--- config.mk ---
export PLATFORM = sky130hd
export DESIGN_NAME = csfr_regs
export DESIGN_NICKNAME = d
export VERILOG_FILES = /design/src/design/csfr_pkg.sv /design/src/design/csfr_regs.sv
export SDC_FILE = /design/constraint.sdc
export NUM_CORES = 1
export LEC_CHECK = 0
export ABC_AREA = 1
export BUFFER_PORTS_ARGS = -buffer_cell sky130_fd_sc_hd__buf_2
export CAP_MARGIN = 0
export CORE_MARGIN = 4
export CORE_UTILIZATION = 50
export CTS_BUF_LIST = sky130_fd_sc_hd__clkbuf_4
export DETAILED_ROUTE_END_ITERATION = 10
export PLACE_DENSITY = 0.68
export REMOVE_ABC_BUFFERS = 1
export SLEW_MARGIN = 20
export SYNTH_ARGS = -nofsm -noshare
export SYNTH_HDL_FRONTEND = slang
export SYNTH_SLANG_ARGS = --single-unit
export TNS_END_PERCENT = 5
--- constraint.sdc ---
create_clock -name ref_clk -period 8 [get_ports ref_clk]
set_input_delay 1.2 -clock ref_clk [delete_from_list [all_inputs] [get_ports ref_clk]]
set_output_delay 1.2 -clock ref_clk [all_outputs]
set_load 0.05 [all_outputs]
--- src/design/csfr_pkg.sv ---
// csfr_pkg: constants and carriers for the core special-function registers.
// assumes one instruction clock; no bus, the core's datapath drives the ports.
package csfr_pkg;
  localparam int unsigned DW = 8;
  localparam int unsigned PCW = 12;
  localparam int unsigned STACK_DEPTH = 8;
  localparam int unsigned FILE_AW = 5;
  localparam logic [4:0] A_INDIRECT = 5'h00;
  localparam logic [4:0] A_COUNTER = 5'h01;
  localparam logic [4:0] A_PC_LOW = 5'h02;
  localparam logic [4:0] A_FLAGS = 5'h03;
  localparam logic [4:0] A_POINTER = 5'h04;
  localparam logic [4:0] A_PORT_A = 5'h05;
  localparam logic [4:0] A_PORT_E = 5'h09;
  localparam logic [4:0] MODE_CMP_XCHG = 5'h08;
  localparam logic [4:0] MODE_WAKE_XCHG = 5'h19;
  localparam logic [4:0] MODE_DIR = 5'h1f;
  localparam logic [4:0] MODE_RESET = 5'h1f;
  localparam logic [4:0] MODE_WAKE_EDGE = 5'h1a;
  localparam logic [4:0] MODE_WAKE_EN = 5'h1b;
  localparam logic [2:0] PORT_B = 3'd1;
  localparam logic [7:0] PORT_CFG_RESET = 8'hff;
  localparam logic [7:0] OPTION_RESET = 8'hff;
  localparam logic [7:0] CMP_RESET = 8'hff;
  localparam logic [7:0] WAKE_RESET = 8'h00;
  localparam logic [7:0] FLAGS_RESET = 8'h18;
  // flag register bit positions
  localparam int unsigned F_PAGE_HI = 7;
  localparam int unsigned F_PAGE_LO = 5;
  localparam int unsigned F_WDOG = 4;
  localparam int unsigned F_SLEEP = 3;
  localparam int unsigned F_ZERO = 2;
  localparam int unsigned F_HALF = 1;
  localparam int unsigned F_CARRY = 0;
  // option register bit positions
  localparam int unsigned O_TIMER_SEL = 7;
  localparam int unsigned O_IRQ_EN_N = 6;
  localparam int unsigned O_EXT_CLK = 5;
  localparam int unsigned O_EDGE = 4;
  localparam int unsigned O_PSA = 3;
  // comparator control bit positions
  localparam int unsigned C_EN_N = 7;
  localparam int unsigned C_OE_N = 6;
  localparam int unsigned C_RESULT = 0;

  typedef enum logic [2:0] {
    CSFR_ALU_NONE, CSFR_ALU_ADD, CSFR_ALU_SUB, CSFR_ALU_RR, CSFR_ALU_RL,
    CSFR_ALU_LOGIC
  } csfr_alu_op_t;

  typedef struct packed {
    logic we;
    logic [4:0] addr;
    logic [7:0] wdata;
  } csfr_file_req_t;

  typedef struct packed {
    csfr_alu_op_t op;
    logic [7:0] a;
    logic [7:0] b;
  } csfr_alu_req_t;

  typedef struct packed {
    logic kick;
    logic sleep;
    logic timeout;
  } csfr_wdog_ev_t;
endpackage : csfr_pkg

--- src/design/csfr_regs.sv ---
// csfr_regs: special-function register bank of an 8-bit core.
// assumes the core's decoder drives file, mode, alu, stack and wdog ports.
// How it works
// - mode 19h config write swaps working reg with wake flags, loading them from it
// - wake flag reads 1 after a qualifying edge, else 0
// - mode 08h config write swaps working reg with comparator control
// - comparator bit7 low enables it; bit6 low drives result to pin
// - comparator bit0 is 1 when positive input exceeds negative
// - port config registers load all ones at power-up
// - mode selector resets to 1fh, direction registers first
// - address 00h redirects through pointer low five bits, no storage
// - eight-deep twelve-bit return stack for calls and returns
// - addresses 01h-09h decode counter, pc, flags, pointer, ports a-e
// - pc low byte read/write; page bits supply top three bits
// - watchdog and sleep flag bits ignore software writes
// - flag bits 7-5 pick a 200h-word program page
// - bit4 set at power-up, kick or sleep; cleared by timeout
// - bit3 set at power-up and kick; cleared by sleep
// - zero flag follows whether the result is zero; rotates leave it unchanged
// - half carry is carry out of bit3, inverted borrow on subtract
// - carry from bit7, rotates load it, carry-in when fuse low
// - option bit7 maps 01h to working reg or counter; bit6 irq
// - option bit5 picks pin clocking; bit4 picks edge polarity
// - option bit3 assigns prescaler to counter or watchdog
// - option register resets to all ones
`timescale 1ns/1ns
module csfr_regs
  import csfr_pkg::*;
#(
  parameter int unsigned NUM_PORTS = 5,
  parameter int unsigned NUM_GP = 22
) (
  input wire logic ref_clk, // instruction clock
  input wire logic rst_n, // async reset, active low
  input wire csfr_file_req_t file_req, // file register access
  output logic [7:0] file_rdata, // read data of file access
  input wire logic [7:0] w_reg, // working register value
  input wire logic option_we, // load option from w_reg
  input wire logic mode_we, // load mode from w_reg
  input wire logic cfg_we, // port config write (port = cfg_port)
  input wire logic [2:0] cfg_port, // 0..4 = port a..e
  output logic [7:0] xchg_rdata, // value returned to working reg
  output logic xchg_valid, // xchg_rdata applies this cycle
  input wire csfr_alu_req_t alu_req, // alu flag update
  input wire logic carry_input_fuse, // fuse bit, 0 = carry feeds alu
  output logic [7:0] alu_result, // alu result
  input wire logic pc_step, // advance pc
  input wire logic call_en, // push pc, jump
  input wire logic ret_en, // pop pc
  input wire logic [PCW-1:0] jump_target, // call destination
  output logic [PCW-1:0] pc, // full program counter
  input wire csfr_wdog_ev_t wdog_ev, // watchdog events
  input wire logic [7:0] wake_pin, // multi_input_wake pins, async
  input wire logic timer_pin, // external counter pin, async
  input wire logic comparator_pos_pin, // comparator level, async
  input wire logic comparator_neg_pin, // comparator level, async
  output logic comparator_out, // comparator_output_pin value
  output logic comparator_out_oe, // drive enable of output pin
  output logic [7:0] port_dir [NUM_PORTS], // 1 = input
  output logic [7:0] option_reg, // timer_option_control
  output logic wdog_tick, // prescaled watchdog enable
  output logic timer_irq, // counter roll-over event
  output logic [4:0] mode // mode selector
);
  logic [7:0] flags;
  logic [7:0] pointer;
  logic [7:0] counter;
  logic [7:0] wake_flags;
  logic [7:0] wake_edge_sel;
  logic [7:0] wake_en_n;
  logic [7:0] cmp_ctl;
  logic [7:0] port_data [NUM_PORTS];
  logic [7:0] gp [NUM_GP];
  logic [PCW-1:0] stack [STACK_DEPTH];
  logic [2:0] sp;
  logic [4:0] eff_addr;
  logic [7:0] wake_s1, wake_s2, wake_s3;
  logic [2:0] tpin_s;
  logic [1:0] pos_s, neg_s;
  logic [7:0] prescale;
  logic [7:0] prescale_mask;
  logic xchg_wake, xchg_cmp;
  logic [4:0] next_flags_alu;
  logic flags_alu_we;
  logic [8:0] sum;
  logic [4:0] half;
  logic cin;
  logic tick_src, counter_inc, pre_roll;

  // indirect redirect: 00h has no storage of its own
  assign eff_addr = (file_req.addr == A_INDIRECT) ? pointer[4:0]
                                                  : file_req.addr;
  assign xchg_wake = cfg_we && cfg_port == PORT_B
                     && mode == MODE_WAKE_XCHG;
  assign xchg_cmp = cfg_we && cfg_port == PORT_B
                    && mode == MODE_CMP_XCHG;
  assign xchg_valid = xchg_wake || xchg_cmp;
  assign xchg_rdata = xchg_wake ? wake_flags : cmp_ctl;

  // file read decode
  always_comb
  begin
    file_rdata = 8'h00;
    unique case (1'b1)
      eff_addr == A_INDIRECT: file_rdata = 8'h00;
      eff_addr == A_COUNTER: file_rdata =
        option_reg[O_TIMER_SEL] ? counter : w_reg;
      eff_addr == A_PC_LOW: file_rdata = pc[7:0];
      eff_addr == A_FLAGS: file_rdata = flags;
      eff_addr == A_POINTER: file_rdata = pointer;
      eff_addr >= A_PORT_A && eff_addr <= A_PORT_E:
        file_rdata = port_data[3'(eff_addr - A_PORT_A)];
      default: file_rdata = gp[5'(eff_addr - A_PORT_E - 5'd1)];
    endcase
  end

  always_ff @(posedge ref_clk or negedge rst_n)
  begin
    if (!rst_n)
      pointer <= 8'h00;
    else if (file_req.we && eff_addr == A_POINTER)
      pointer <= file_req.wdata;
  end

  always_ff @(posedge ref_clk or negedge rst_n)
  begin
    if (!rst_n)
    begin
      for (int i = 0; i < NUM_PORTS; i++)
        port_data[i] <= 8'h00;
      for (int i = 0; i < NUM_GP; i++)
        gp[i] <= 8'h00;
    end
    else if (file_req.we && eff_addr >= A_PORT_A)
    begin
      if (eff_addr <= A_PORT_E)
        port_data[3'(eff_addr - A_PORT_A)] <= file_req.wdata;
      else
        gp[5'(eff_addr - A_PORT_E - 5'd1)] <= file_req.wdata;
    end
  end

  // mode selector and port configuration
  always_ff @(posedge ref_clk or negedge rst_n)
  begin
    if (!rst_n)
      mode <= MODE_RESET;
    else if (mode_we)
      mode <= w_reg[4:0];
  end

  always_ff @(posedge ref_clk or negedge rst_n)
  begin
    if (!rst_n)
    begin
      for (int i = 0; i < NUM_PORTS; i++)
        port_dir[i] <= PORT_CFG_RESET;
      wake_edge_sel <= PORT_CFG_RESET;
      wake_en_n <= PORT_CFG_RESET;
    end
    else if (cfg_we)
    begin
      if (mode == MODE_DIR && cfg_port < 3'(NUM_PORTS))
        port_dir[cfg_port] <= w_reg;
      else if (mode == MODE_WAKE_EDGE && cfg_port == PORT_B)
        wake_edge_sel <= w_reg;
      else if (mode == MODE_WAKE_EN && cfg_port == PORT_B)
        wake_en_n <= w_reg;
    end
  end

  // wake pins: two-stage sync then edge detect on the third stage
  always_ff @(posedge ref_clk or negedge rst_n)
  begin
    if (!rst_n)
    begin
      wake_s1 <= 8'h00;
      wake_s2 <= 8'h00;
      wake_s3 <= 8'h00;
    end
    else
    begin
      wake_s1 <= wake_pin;
      wake_s2 <= wake_s1;
      wake_s3 <= wake_s2;
    end
  end

  // edge wins over the exchange load so no event is lost
  always_ff @(posedge ref_clk or negedge rst_n)
  begin
    if (!rst_n)
      wake_flags <= WAKE_RESET;
    else
    begin
      for (int i = 0; i < DW; i++)
      begin
        if (!wake_en_n[i] && (wake_edge_sel[i] ? (wake_s3[i] && !wake_s2[i])
                                : (!wake_s3[i] && wake_s2[i])))
          wake_flags[i] <= 1'b1;
        else if (xchg_wake)
          wake_flags[i] <= w_reg[i];
      end
    end
  end

  // comparator: result bit is hardware-owned, never stored from w_reg
  always_ff @(posedge ref_clk or negedge rst_n)
  begin
    if (!rst_n)
    begin
      pos_s <= 2'b00;
      neg_s <= 2'b00;
    end
    else
    begin
      pos_s <= {pos_s[0], comparator_pos_pin};
      neg_s <= {neg_s[0], comparator_neg_pin};
    end
  end

  always_ff @(posedge ref_clk or negedge rst_n)
  begin
    if (!rst_n)
      cmp_ctl <= CMP_RESET;
    else
    begin
      if (xchg_cmp)
        cmp_ctl[7:1] <= w_reg[7:1];
      cmp_ctl[C_RESULT] <= !cmp_ctl[C_EN_N]
                           && pos_s[1] && !neg_s[1];
    end
  end

  assign comparator_out = cmp_ctl[C_RESULT];
  assign comparator_out_oe = !cmp_ctl[C_EN_N] && !cmp_ctl[C_OE_N];

  // option register
  always_ff @(posedge ref_clk or negedge rst_n)
  begin
    if (!rst_n)
      option_reg <= OPTION_RESET;
    else if (option_we)
      option_reg <= w_reg;
  end

  // counter clocking: pin sync is always on for the counter input
  always_ff @(posedge ref_clk or negedge rst_n)
  begin
    if (!rst_n)
      tpin_s <= 3'b000;
    else
      tpin_s <= {tpin_s[1:0], timer_pin};
  end

  assign tick_src = option_reg[O_EXT_CLK]
    ? (option_reg[O_EDGE] ? (tpin_s[2] && !tpin_s[1])
                          : (!tpin_s[2] && tpin_s[1]))
    : 1'b1;
  assign prescale_mask = 8'((9'h2 << option_reg[2:0]) - 9'h1);
  assign pre_roll = (prescale & prescale_mask) == prescale_mask;
  assign counter_inc = option_reg[O_PSA] ? tick_src
                                         : tick_src && pre_roll;

  always_ff @(posedge ref_clk or negedge rst_n)
  begin
    if (!rst_n)
      prescale <= 8'h00;
    else if (option_reg[O_PSA] ? wdog_ev.kick : 1'b0)
      prescale <= 8'h00;
    else if (option_reg[O_PSA] || tick_src)
      prescale <= prescale + 8'h01;
  end

  // watchdog tick 1:1 to 1:128 when the prescaler is assigned there
  assign wdog_tick = option_reg[O_PSA]
    ? ((prescale & (prescale_mask >> 1)) == (prescale_mask >> 1))
    : 1'b1;

  always_ff @(posedge ref_clk or negedge rst_n)
  begin
    if (!rst_n)
    begin
      counter <= 8'h00;
      timer_irq <= 1'b0;
    end
    else
    begin
      timer_irq <= 1'b0;
      if (file_req.we && eff_addr == A_COUNTER && option_reg[O_TIMER_SEL])
        counter <= file_req.wdata;
      else if (counter_inc)
      begin
        counter <= counter + 8'h01;
        timer_irq <= counter == 8'hff && !option_reg[O_IRQ_EN_N];
      end
    end
  end

  // alu flags
  assign cin = !carry_input_fuse && flags[F_CARRY];
  always_comb
  begin
    sum = 9'h000;
    half = 5'h00;
    alu_result = 8'h00;
    next_flags_alu = flags[4:0];
    flags_alu_we = 1'b1;
    unique case (alu_req.op)
      CSFR_ALU_ADD:
      begin
        sum = {1'b0, alu_req.a} + {1'b0, alu_req.b} + {8'h00, cin};
        half = {1'b0, alu_req.a[3:0]} + {1'b0, alu_req.b[3:0]} + {4'h0, cin};
        alu_result = sum[7:0];
        next_flags_alu[F_CARRY] = sum[8];
        next_flags_alu[F_HALF] = half[4];
      end
      CSFR_ALU_SUB:
      begin
        // a - b as a + ~b + carry-in; carry out is inverted borrow
        sum = {1'b0, alu_req.a} + {1'b0, ~alu_req.b}
              + {8'h00, carry_input_fuse | flags[F_CARRY]};
        half = {1'b0, alu_req.a[3:0]} + {1'b0, ~alu_req.b[3:0]}
               + {4'h0, carry_input_fuse | flags[F_CARRY]};
        alu_result = sum[7:0];
        next_flags_alu[F_CARRY] = sum[8];
        next_flags_alu[F_HALF] = half[4];
      end
      CSFR_ALU_RR:
      begin
        alu_result = {flags[F_CARRY], alu_req.a[7:1]};
        next_flags_alu[F_CARRY] = alu_req.a[0];
      end
      CSFR_ALU_RL:
      begin
        alu_result = {alu_req.a[6:0], flags[F_CARRY]};
        next_flags_alu[F_CARRY] = alu_req.a[7];
      end
      CSFR_ALU_LOGIC: alu_result = alu_req.a;
      CSFR_ALU_NONE: flags_alu_we = 1'b0;
      default: flags_alu_we = 1'b0;
    endcase
    if (alu_req.op != CSFR_ALU_RR && alu_req.op != CSFR_ALU_RL)
      next_flags_alu[F_ZERO] = alu_result == 8'h00;
  end

  // alu update lands after a software write in the same cycle
  always_ff @(posedge ref_clk or negedge rst_n)
  begin
    if (!rst_n)
      flags <= FLAGS_RESET;
    else
    begin
      if (file_req.we && eff_addr == A_FLAGS)
      begin
        flags[F_PAGE_HI:F_PAGE_LO] <= file_req.wdata[7:5];
        flags[2:0] <= file_req.wdata[2:0];
      end
      if (flags_alu_we)
        flags[2:0] <= next_flags_alu[2:0];
      if (wdog_ev.timeout)
        flags[F_WDOG] <= 1'b0;
      else if (wdog_ev.kick || wdog_ev.sleep)
        flags[F_WDOG] <= 1'b1;
      if (wdog_ev.sleep)
        flags[F_SLEEP] <= 1'b0;
      else if (wdog_ev.kick)
        flags[F_SLEEP] <= 1'b1;
    end
  end

  // program counter and return stack; bit 8 is cleared on pc-low writes
  always_ff @(posedge ref_clk or negedge rst_n)
  begin
    if (!rst_n)
    begin
      pc <= {PCW{1'b1}};
      sp <= 3'd0;
      for (int i = 0; i < STACK_DEPTH; i++)
        stack[i] <= '0;
    end
    else if (call_en)
    begin
      stack[sp] <= pc + 12'h001;
      sp <= sp + 3'd1;
      pc <= jump_target;
    end
    else if (ret_en)
    begin
      pc <= stack[sp - 3'd1];
      sp <= sp - 3'd1;
    end
    else if (file_req.we && eff_addr == A_PC_LOW)
      pc <= {flags[F_PAGE_HI:F_PAGE_LO], 1'b0, file_req.wdata};
    else if (pc_step)
      pc <= pc + 12'h001;
  end
endmodule : csfr_regs

Yosys cells after proc, flatten, opt, wreduce, memory -nomap -nowiden
Index checks and enable logic that the tools add are counted.
{"block": "totals", "ff_bits": 476, "latchBits": 0, "ramBits": 0, "rom_bits": 0, "inputBits": 79, "out_inout_bits": 94, "elab_cells": 326, "memories": 0}
{"block": "op_classes", "addsub": 17, "multipliers": 0, "div_mod_pow": 0, "order_cmp": 12, "eq_ne": 23, "n_shift": 1, "muxes": 77, "n_bitwise": 13, "n_reduce_logical": 111}
{"cell": "$bwmux 176", "count": 1}
{"cell": "$mux 8", "count": 13}
{"cell": "$bwmux 96", "count": 1}
{"cell": "$mux 12", "count": 7}
{"cell": "$bwmux 40", "count": 2}
{"cell": "$logic_and 1x1->1", "count": 50}
{"cell": "$demux 8 s3", "count": 2}
{"cell": "$pmux 8 s6", "count": 1}
{"cell": "$bmux 8 s5", "count": 1}
{"cell": "$demux 8 s5", "count": 1}
{"cell": "$pmux 8 s5", "count": 1}
{"cell": "$mux 1", "count": 37}
{"cell": "$bmux 12 s3", "count": 1}
{"cell": "$demux 12 s3", "count": 1}
{"cell": "$logic_not 1->1", "count": 31}
{"cell": "$reduce_bool 2->1", "count": 14}
{"cell": "$bmux 8 s3", "count": 1}
{"cell": "$eq 5x5->1 const B", "count": 4}
{"cell": "$add 8x8->9", "count": 2}
{"cell": "$add 9x1->9", "count": 2}
{"cell": "$add 8x1->8 const B", "count": 2}
{"cell": "$ge 4x4->1 const B", "count": 4}
{"cell": "$not 3->4", "count": 4}
{"cell": "$add 12x1->12 const B", "count": 1}
{"cell": "other kinds (49)", "count": 70}

Depth between registers and ports, before layout
Gate-level depths: netlist (run 1).
{"block": "depth", "word_depth": 10, "depth_mapped": 17, "ltp_nobuf": 15}

Worst setup path after synthesis (run 1)
No wires, ideal clock.
{"block": "synth_timing", "path_kind": "input-to-output", "startpoint": "input file_req[11] (netlist name)", "endpoint": "output file_rdata[4]", "t_arrival_ps": 4139, "t_required_ps": 6800, "setup_slack_ps": 2661, "path_stages": 12, "n_path_buf": 3, "cell_sequence": "nor2_4 -> a31oi_1 -> clkbuf_1 -> ha_1 -> buf_2 -> clkinv_1 -> clkbuf_1 -> o21ai_0 -> nand4_1 -> nand2_1 -> inv_1 -> a21oi_1"}
{"block": "synth_between", "elab_chain_len": 9, "word_cells_on_any_way": 22, "cone_classes": "3 x add/sub; 2 x order compare; 4 x eq/ne; 8 x mux; 2 x bitwise; 3 x reduce/logical"}
{"element": "start, declared", "line": "csfr_regs.sv:35", "text": "input wire csfr_file_req_t file_req,"}
{"element": "$logic_not 5->1", "line": "csfr_regs.sv:91", "text": "assign eff_addr = (file_req.addr == A_INDIRECT) ? pointer[4:0]"}
{"element": "$mux 5 (*)", "line": "csfr_regs.sv:91"}
{"element": "$sub 5x4->5", "line": "csfr_regs.sv:113", "text": "default: file_rdata = gp[5'(eff_addr - A_PORT_E - 5'd1)];"}
{"element": "$sub 5x1->5", "line": "csfr_regs.sv:113"}
{"element": "$not 5->6 (implied by the code)", "line": "csfr_regs.sv:113"}
{"element": "$bmux 8 s5", "line": "csfr_regs.sv:113"}
{"element": "$mux 8 (implied by the code) (2 in series)", "line": "csfr_regs.sv:113"}
{"element": "$pmux 8 s6 (*)", "line": "csfr_regs.sv:104", "text": "unique case (1'b1)"}
{"element": "end, declared", "line": "csfr_regs.sv:36", "text": "output logic [7:0] file_rdata,"}
Mark *: on every way between the ends. The rest lies on a longest branch, timed or not. The select of a mux whose other input is x is not followed.

Worst setup path after layout (run 1)
{"block": "layout_timing", "startpoint": "input file_req[8] (netlist name)", "endpoint": "output file_rdata[0]"}
Same word-level chain as after synthesis.

==> metrics.cfg, run 1 <==
[status]
status = finished, final reports clean

[detailed_routing]
first_pass_iters = 6
dr.first_iter.drc_count = 1914
wl_mm = 69.7
ant_nets = 0
wire_per_inst_um = 17.7
drcViolationCount = 0
vias = 21438
via_per_inst = 5.46

[floorplan]
die_x_um = 227
start_util_pct = 50.4
die_h_um = 227
design.die.area_um2 = 51600
placeableCoreArea_um2 = 47600
num_rows = 80
io_pins = 173

[timing]
slew_headroom_pct = 32.8
fin_skew_ns = 0.0644
rsz0062_at_grt = false
hold_viol_final = 0
slew_violations = 0
setup_tns_ns = 0
finalCritPeriodShare_pct = 82.4
tightestPinTransition_ns = 1.01
min_period_ns = 6.59
max_freq_mhz = 152
setup_viol_count_final = 0

[global_routing]
grt_pass1_wl_mm = 112
grt_usage_pct = 27.3
antenna_found_initial = 2
grt_pass1_vias = 20585
grt_start_max_net_pins = 136
overflow = 0

[yosys]
postSynthRegisterBits = 476
synth_edf_count = 0
yosys.area_share.simple_pct = 23.7
synth_top_family_by_area = simple AND/OR/NAND/NOR gates
yosys.area_share.xor_xnor_pct = 0.771
ys_types = 51
syn_area_um2 = 24000
yosys_most_used_dff = dfrtp_1
syn_area_per_cell_um2 = 7.91
async_flop_share_pct = 100
yosysWarningCount = 0
muxShareOfSynthArea_pct = 0.375
synth_fa_ha_area_share_pct = 1.79
syn_inst = 3035
synth-seq-area-share_pct = 50.1
synth_compound_area_share_pct = 15.4

[clock_network]
clock_latency_ns = 0.96
ctsResizeCount = 0
cts_tree = done
cts_setup_buffers = 0
htreeDepth = 4
clock_tree.buffer_depth = 3
clk_pin_slew_ns = 0.06
cts_buffers = 132
holdBufCountCts = 0
root_buffer = clkbuf_4
cts_sinks = 476

[power]
finalPower_mw = 7.93
ir_drop_mv = 0.157
p_per_area_nw_per_um2 = 295
p_leak_nw = 13.3

[layout]
top_register = gp
multiInputGateArea_um2 = 10100
fill_cells = 4501
final_common_cell = nand2_1
syn_to_final_growth_pct = 12.1
layout.nets = 3327
regArea_um2 = 12000
drive_gt1_share_pct = 17.3
reg_top3 = gp: 176 flops, stack: 96 flops
largest_reg_flops = 176
final_cells = 3929
final_cell_mix = 808 x nand2_1, 403 x o21ai_0, 384 x dfrtp_1

[placement]
dp_cells = 3697
gp_congestion = 0.918
port_buffers = 172
detailed_place_hpwl_mm = 46.3

[critical_path]
critPathMaxFanout = 45
critPathSlowestCell = xor2_1
path_cells = buf_2 > inv_2 > nand2_4 > inv_1 > ha_1 > xor2_1 > inv_2 > nand2_1 > nand2_1 > nor2_1 > nor2_1 > a21oi_1 > buf_2
crit_arrival_ns = 5.39
required_ns = 6.80
cp-start-kind = input pin
worstSetupEndpointType = output port
critPathKind = in2out
critPathMaxStageDelay_ns = 0.73

[flow_run]
cap_violations = 0

[min_path]
hold_path.class = in2async

critical path: cells and delay by family:
| kind | cells | cell delay, ns |
|---|---|---|
| simple gates | 5 | 0.77 |
| buf+inv | 5 | 2.01 |
| fa+ha+maj | 1 | 0.29 |
| compound gates | 1 | 0.34 |
| xor+xnor | 1 | 0.73 |
per-stage QoR:
| stage | hold slack (ns) | utilization [%] | cell area (um^2) | worst slack, ns |
|---|---|---|---|---|
| 2_1_floorplan | 0.331 | - | 23300 | 0.621 |
| 3_3_place_gp | 0.332 | 52.9 | 25200 | 1.66 |
| 3_5_place_dp | 0.335 | 52.9 | 25200 | 1.56 |
| 4_1_cts | 0.158 | 56.5 | 26900 | 1.50 |
| 5_1_grt | 0.217 | 56.5 | 26900 | 1.01 |
| 6_report | 0.235 | 56.5 | 26900 | 1.41 |
path summary, 6_finish.rpt:
kind / start / to / slack [ns] / depth (start not counted)
max: file_req[8] / file_rdata[0] / 1.41 / 13
min: rst_n / stack[22] / 0.23 / 1
max reg2reg: pointer[0] / pc[9] / 3.81 / 13
min reg2reg: wake_s1[6] / wake_s2[6] / 0.35 / 0
max in group asynchronous: rst_n / gp[11] / 6.24 / 2
min in group ref_clk: wake_s1[6] / wake_s2[6] / 0.35 / 0
final cells by class:
class                   instances  area share (%)
diodes                          2          0.0186
clock buffers                 197            5.49
clock inverters                33           0.795
inverters                     325            4.54
multi-input cells            2082            37.6
flip-flops and latches        476            44.7
well taps                     615            2.86
repair buffers                199            4.04
cells in the mapped netlist, drive strengths merged, types with 5 or more instances:
| master | n | area, um^2 |
|---|---|---|
| a31oi | 8 | 56.3 |
| o22ai | 13 | 81.3 |
| nand3b | 11 | 82.6 |
| nand3 | 213 | 1080 |
| o2111ai | 5 | 43.8 |
| o211ai | 29 | 218 |
| o21ai | 544 | 2720 |
| clkbuf | 101 | 379 |
| xnor2 | 6 | 71.3 |
| nor3 | 24 | 148 |
| mux2 | 8 | 90.1 |
| inv | 321 | 1210 |
| dfstp | 91 | 2390 |
| nand4 | 28 | 190 |
| nand2 | 845 | 3310 |
| dfrtp | 385 | 9630 |
| xor2 | 13 | 114 |
| nor2 | 187 | 813 |
| buf | 51 | 290 |
| a21oi | 95 | 475 |
| ha | 28 | 350 |
power breakdown:
group          switching [mW]  leakage (nW)  total, mW  internal [mW]
logic                    1.56          6.40       2.29          0.732
clock network            1.03          1.01       2.25           1.22
registers               0.370          5.85       3.39           3.02
total                    2.96          13.3       7.93           4.97
layer usage:
metal | GRT usage [%] | vias to the layer above | routed length [um]
met5 | 0 | - | 0
met4 | 11.2 | 0 | 2040
met3 | 6.05 | 141 | 5200
met2 | 41.4 | 805 | 31300
met1 | 38.4 | 10194 | 31300
li1 | - | 10298 | -
kinds of logic after synthesis:
group                      Yosys count
and+or+nand+nor                   1319
AOI/OAI and AO/OA                  704
buffers and inverters              477
DFF                                476
adders and majority gates           32
xor gates and xnor gates            19
muxes                                8
Power figures use the tool's default switching activity.
==> inputs of run 2 (changes only) <==
ABC_AREA = 0   (was 1)
PLACE_DENSITY = 0.71   (was 0.68)
clock period = 5.4 ns   (was 8 ns; I/O delays follow)
==> run 2 against run 1 <==
Compared with the run above:
- worst hold slack worse by 0.11 ns
- wire length down 11%
- sequential share of layout area down 0.16 points
- cell area up 0.39%
- sequential power up 52%
- clock power up 58%
- flip-flop and latch count unchanged
- area after synthesis down 2.2%
- critical endpoint is now file_rdata[2]
- largest cell class unchanged
- largest power group unchanged
==> metrics.cfg, run 2 <==
[status]
status = finished, final reports clean

[timing]
fin_ws_ns = 0.189
slew_violations = 0
finalCritPeriodShare_pct = 96.5
setup_viol_count_final = 0
min_period_ns = 5.21
slew_headroom_pct = 24.2
hold_viol_final = 0
setup_tns_ns = 0
max_freq_mhz = 192
tightestPinTransition_ns = 1.13
hold_slack_ns = 0.125
fin_skew_ns = 0.0445

[floorplan]
io_pins = 173
die_x_um = 225
die_h_um = 225
design.die.area_um2 = 50500
placeableCoreArea_um2 = 46500
num_rows = 79
start_util_pct = 50.5

[clock_network]
cts_buffers = 131
clk_pin_slew_ns = 0.07
clock_latency_ns = 0.93
root_buffer = clkbuf_4
cts_tree = done
cts_sinks = 476
htreeDepth = 4
clock_tree.buffer_depth = 3

[min_path]
worstHoldEndpoint = flags[3]
hold_path.class = in2reg
whs_path_depth = 3
hp-start = wdog_ev[2]

[global_routing]
grt.met2_usage_pct = 39.3
antenna_found_initial = 4
gr-max-usage-layer = met2
overflow = 0
grt_usage_pct = 24.6
grt_use_met1_pct = 32.9
grt_start_max_net_pins = 148
grt_pass1_wl_mm = 97.9
grt_pass1_vias = 17532
use_met3_pct = 6.37

[yosys]
synth_edf_count = 0
syn_area_per_cell_um2 = 11.7
syn_inst = 2009
synthTopCellsByCount = 385 x dfrtp_1, 326 x mux2_2, 215 x nand2_1, 112 x o21ai_0, 110 x a21oi_1
yosysWarningCount = 0
synth_top_cell_by_area = dfrtp_1
async_flop_share_pct = 100
synth-seq-area-share_pct = 51.2
synth_top_area_share_pct = 41.0
synth.most_common_cell = dfrtp_1
ys_types = 86
postSynthRegisterBits = 476
netlist_top_cells_area = dfrtp_1 41%, mux2_2 16%, dfstp_2 10%
syn_area_um2 = 23500
yosys_most_used_dff = dfrtp_1

[detailed_routing]
vias = 17144
wire_per_inst_um = 21.0
ant_nets = 0
wl_mm = 61.7
drcViolationCount = 0
via_per_inst = 5.82
dr.first_iter.drc_count = 1600
first_pass_iters = 6

[critical_path]
critPathMaxFanout = 15
crit_top_cell = buf_4
critPathMaxStageDelay_ns = 0.45
cp-start-kind = flip-flop
r2r_end = flags[2]
crit_arrival_ns = 4.40
worstSetupEndpointType = output port
rr_startpoint = flags[0]
path_cells = nor3b_1 > a21o_4 > clkinv_1 > buf_4 > ha_1 > a21oi_1 > o41ai_1 > mux2i_1 > o22ai_4 > nor4_4 > buf_4 > a311oi_1 > a31oi_1 > buf_2
rrSetupSlack_ns = 1.89
required_ns = 4.59
critPathSlowestCell = dfrtp_1
crit_start = pointer[1]
critPathKind = reg2out
rr_worst_depth = 11

[placement]
detailed_place_hpwl_mm = 40.2
post-place-ws_ns = 0.332
port_buffers = 172
gp_congestion = 0.946

[layout]
final_common_cell = dfrtp_1
reg_top3 = gp: 176 flops, stack: 96 flops
final_cell_mix = 384 x dfrtp_1, 326 x mux2_2, 215 x nand2_1
syn_to_final_growth_pct = 15.1
final_util_pct = 58.2
drive_gt1_share_pct = 40.0
layout.nets = 2346
largest_reg_flops = 176
top_register = gp

[flow_run]
cap_violations = 0

[power]
ir_drop_mv = 0.365
finalPower_mw = 12.1
p_per_area_nw_per_um2 = 446
p_leak_nw = 12.3

-- run 2: power breakdown --
| group | switching [mW] | total [mW] | internal [mW] |
|---|---|---|---|
| clock network | 1.51 | 3.56 | 2.06 |
| logic | 1.88 | 3.34 | 1.46 |
| registers | 0.670 | 5.16 | 4.49 |
| total | 4.05 | 12.1 | 8.01 |
-- run 2: kinds of logic after synthesis --
logic type	synth area share [%]
muxes	22.3
adders and majority gates	1.83
buffers and inverters	2.73
AOI/OAI and AO/OA	10.1
xor gates and xnor gates	1.15
and+or+nand+nor	10.7
DFF	51.2
-- run 2: metal layers --
layer	routed length (um)	vias up
met2	29900	605
met4	1420	0
met5	0	-
li1	-	7782
met1	26400	8631
met3	3950	126
-- run 2: layout make-up --
class | count | area [um^2]
Multi-Input combinational cell | 1375 | 10900
Inverter | 31 | 116
Fill cell | 3887 | 19400
Clock inverter | 36 | 387
Tap cell | 607 | 759
Clock buffer | 192 | 1440
Antenna cell | 9 | 22.5
Sequential cell | 476 | 12000
Timing Repair Buffer | 220 | 1370
-- run 2: worst max-delay path, delay by kind of cell (launching register included) --
kind / cells / cell delay (ns)
DFF: 1 / 0.45
buffers and inverters: 4 / 0.98
AOI/OAI and AO/OA: 6 / 1.02
and+or+nand+nor: 2 / 0.56
adders and majority gates: 1 / 0.22
muxes: 1 / 0.25
-- run 2: timing repair --
| action | CTS | global route |
|---|---|---|
| hold endpoints to repair | 69 | 0 |
| buffers inserted | 0 | 5 |
| endpoints found under the setup margin | 1 | 8 |
| hold buffers | 14 | 0 |
| pin swaps | 0 | 2 |
| gates resized for setup | 2 | 2 |
-- run 2: how the worst max path moves through the flow --
stage,end,slack (ns),cells past startpoint
2_1_floorplan,file_rdata[0],-1.90,11
3_3_place_gp,file_rdata[4],0.40,16
6_report,file_rdata[2],0.19,14
3_5_place_dp,file_rdata[4],0.33,16
4_1_cts,file_rdata[4],0.11,13
5_1_grt,file_rdata[4],-0.03,14
-- run 2: metrics by stage --
step | instances | instance area (um^2)
after floorplan | 1882 | 23000
after global placement | 2689 | 25000
after detailed placement | 2689 | 25000
after CTS | 2931 | 26900
after global routing | 2945 | 27000
final | 2946 | 27000
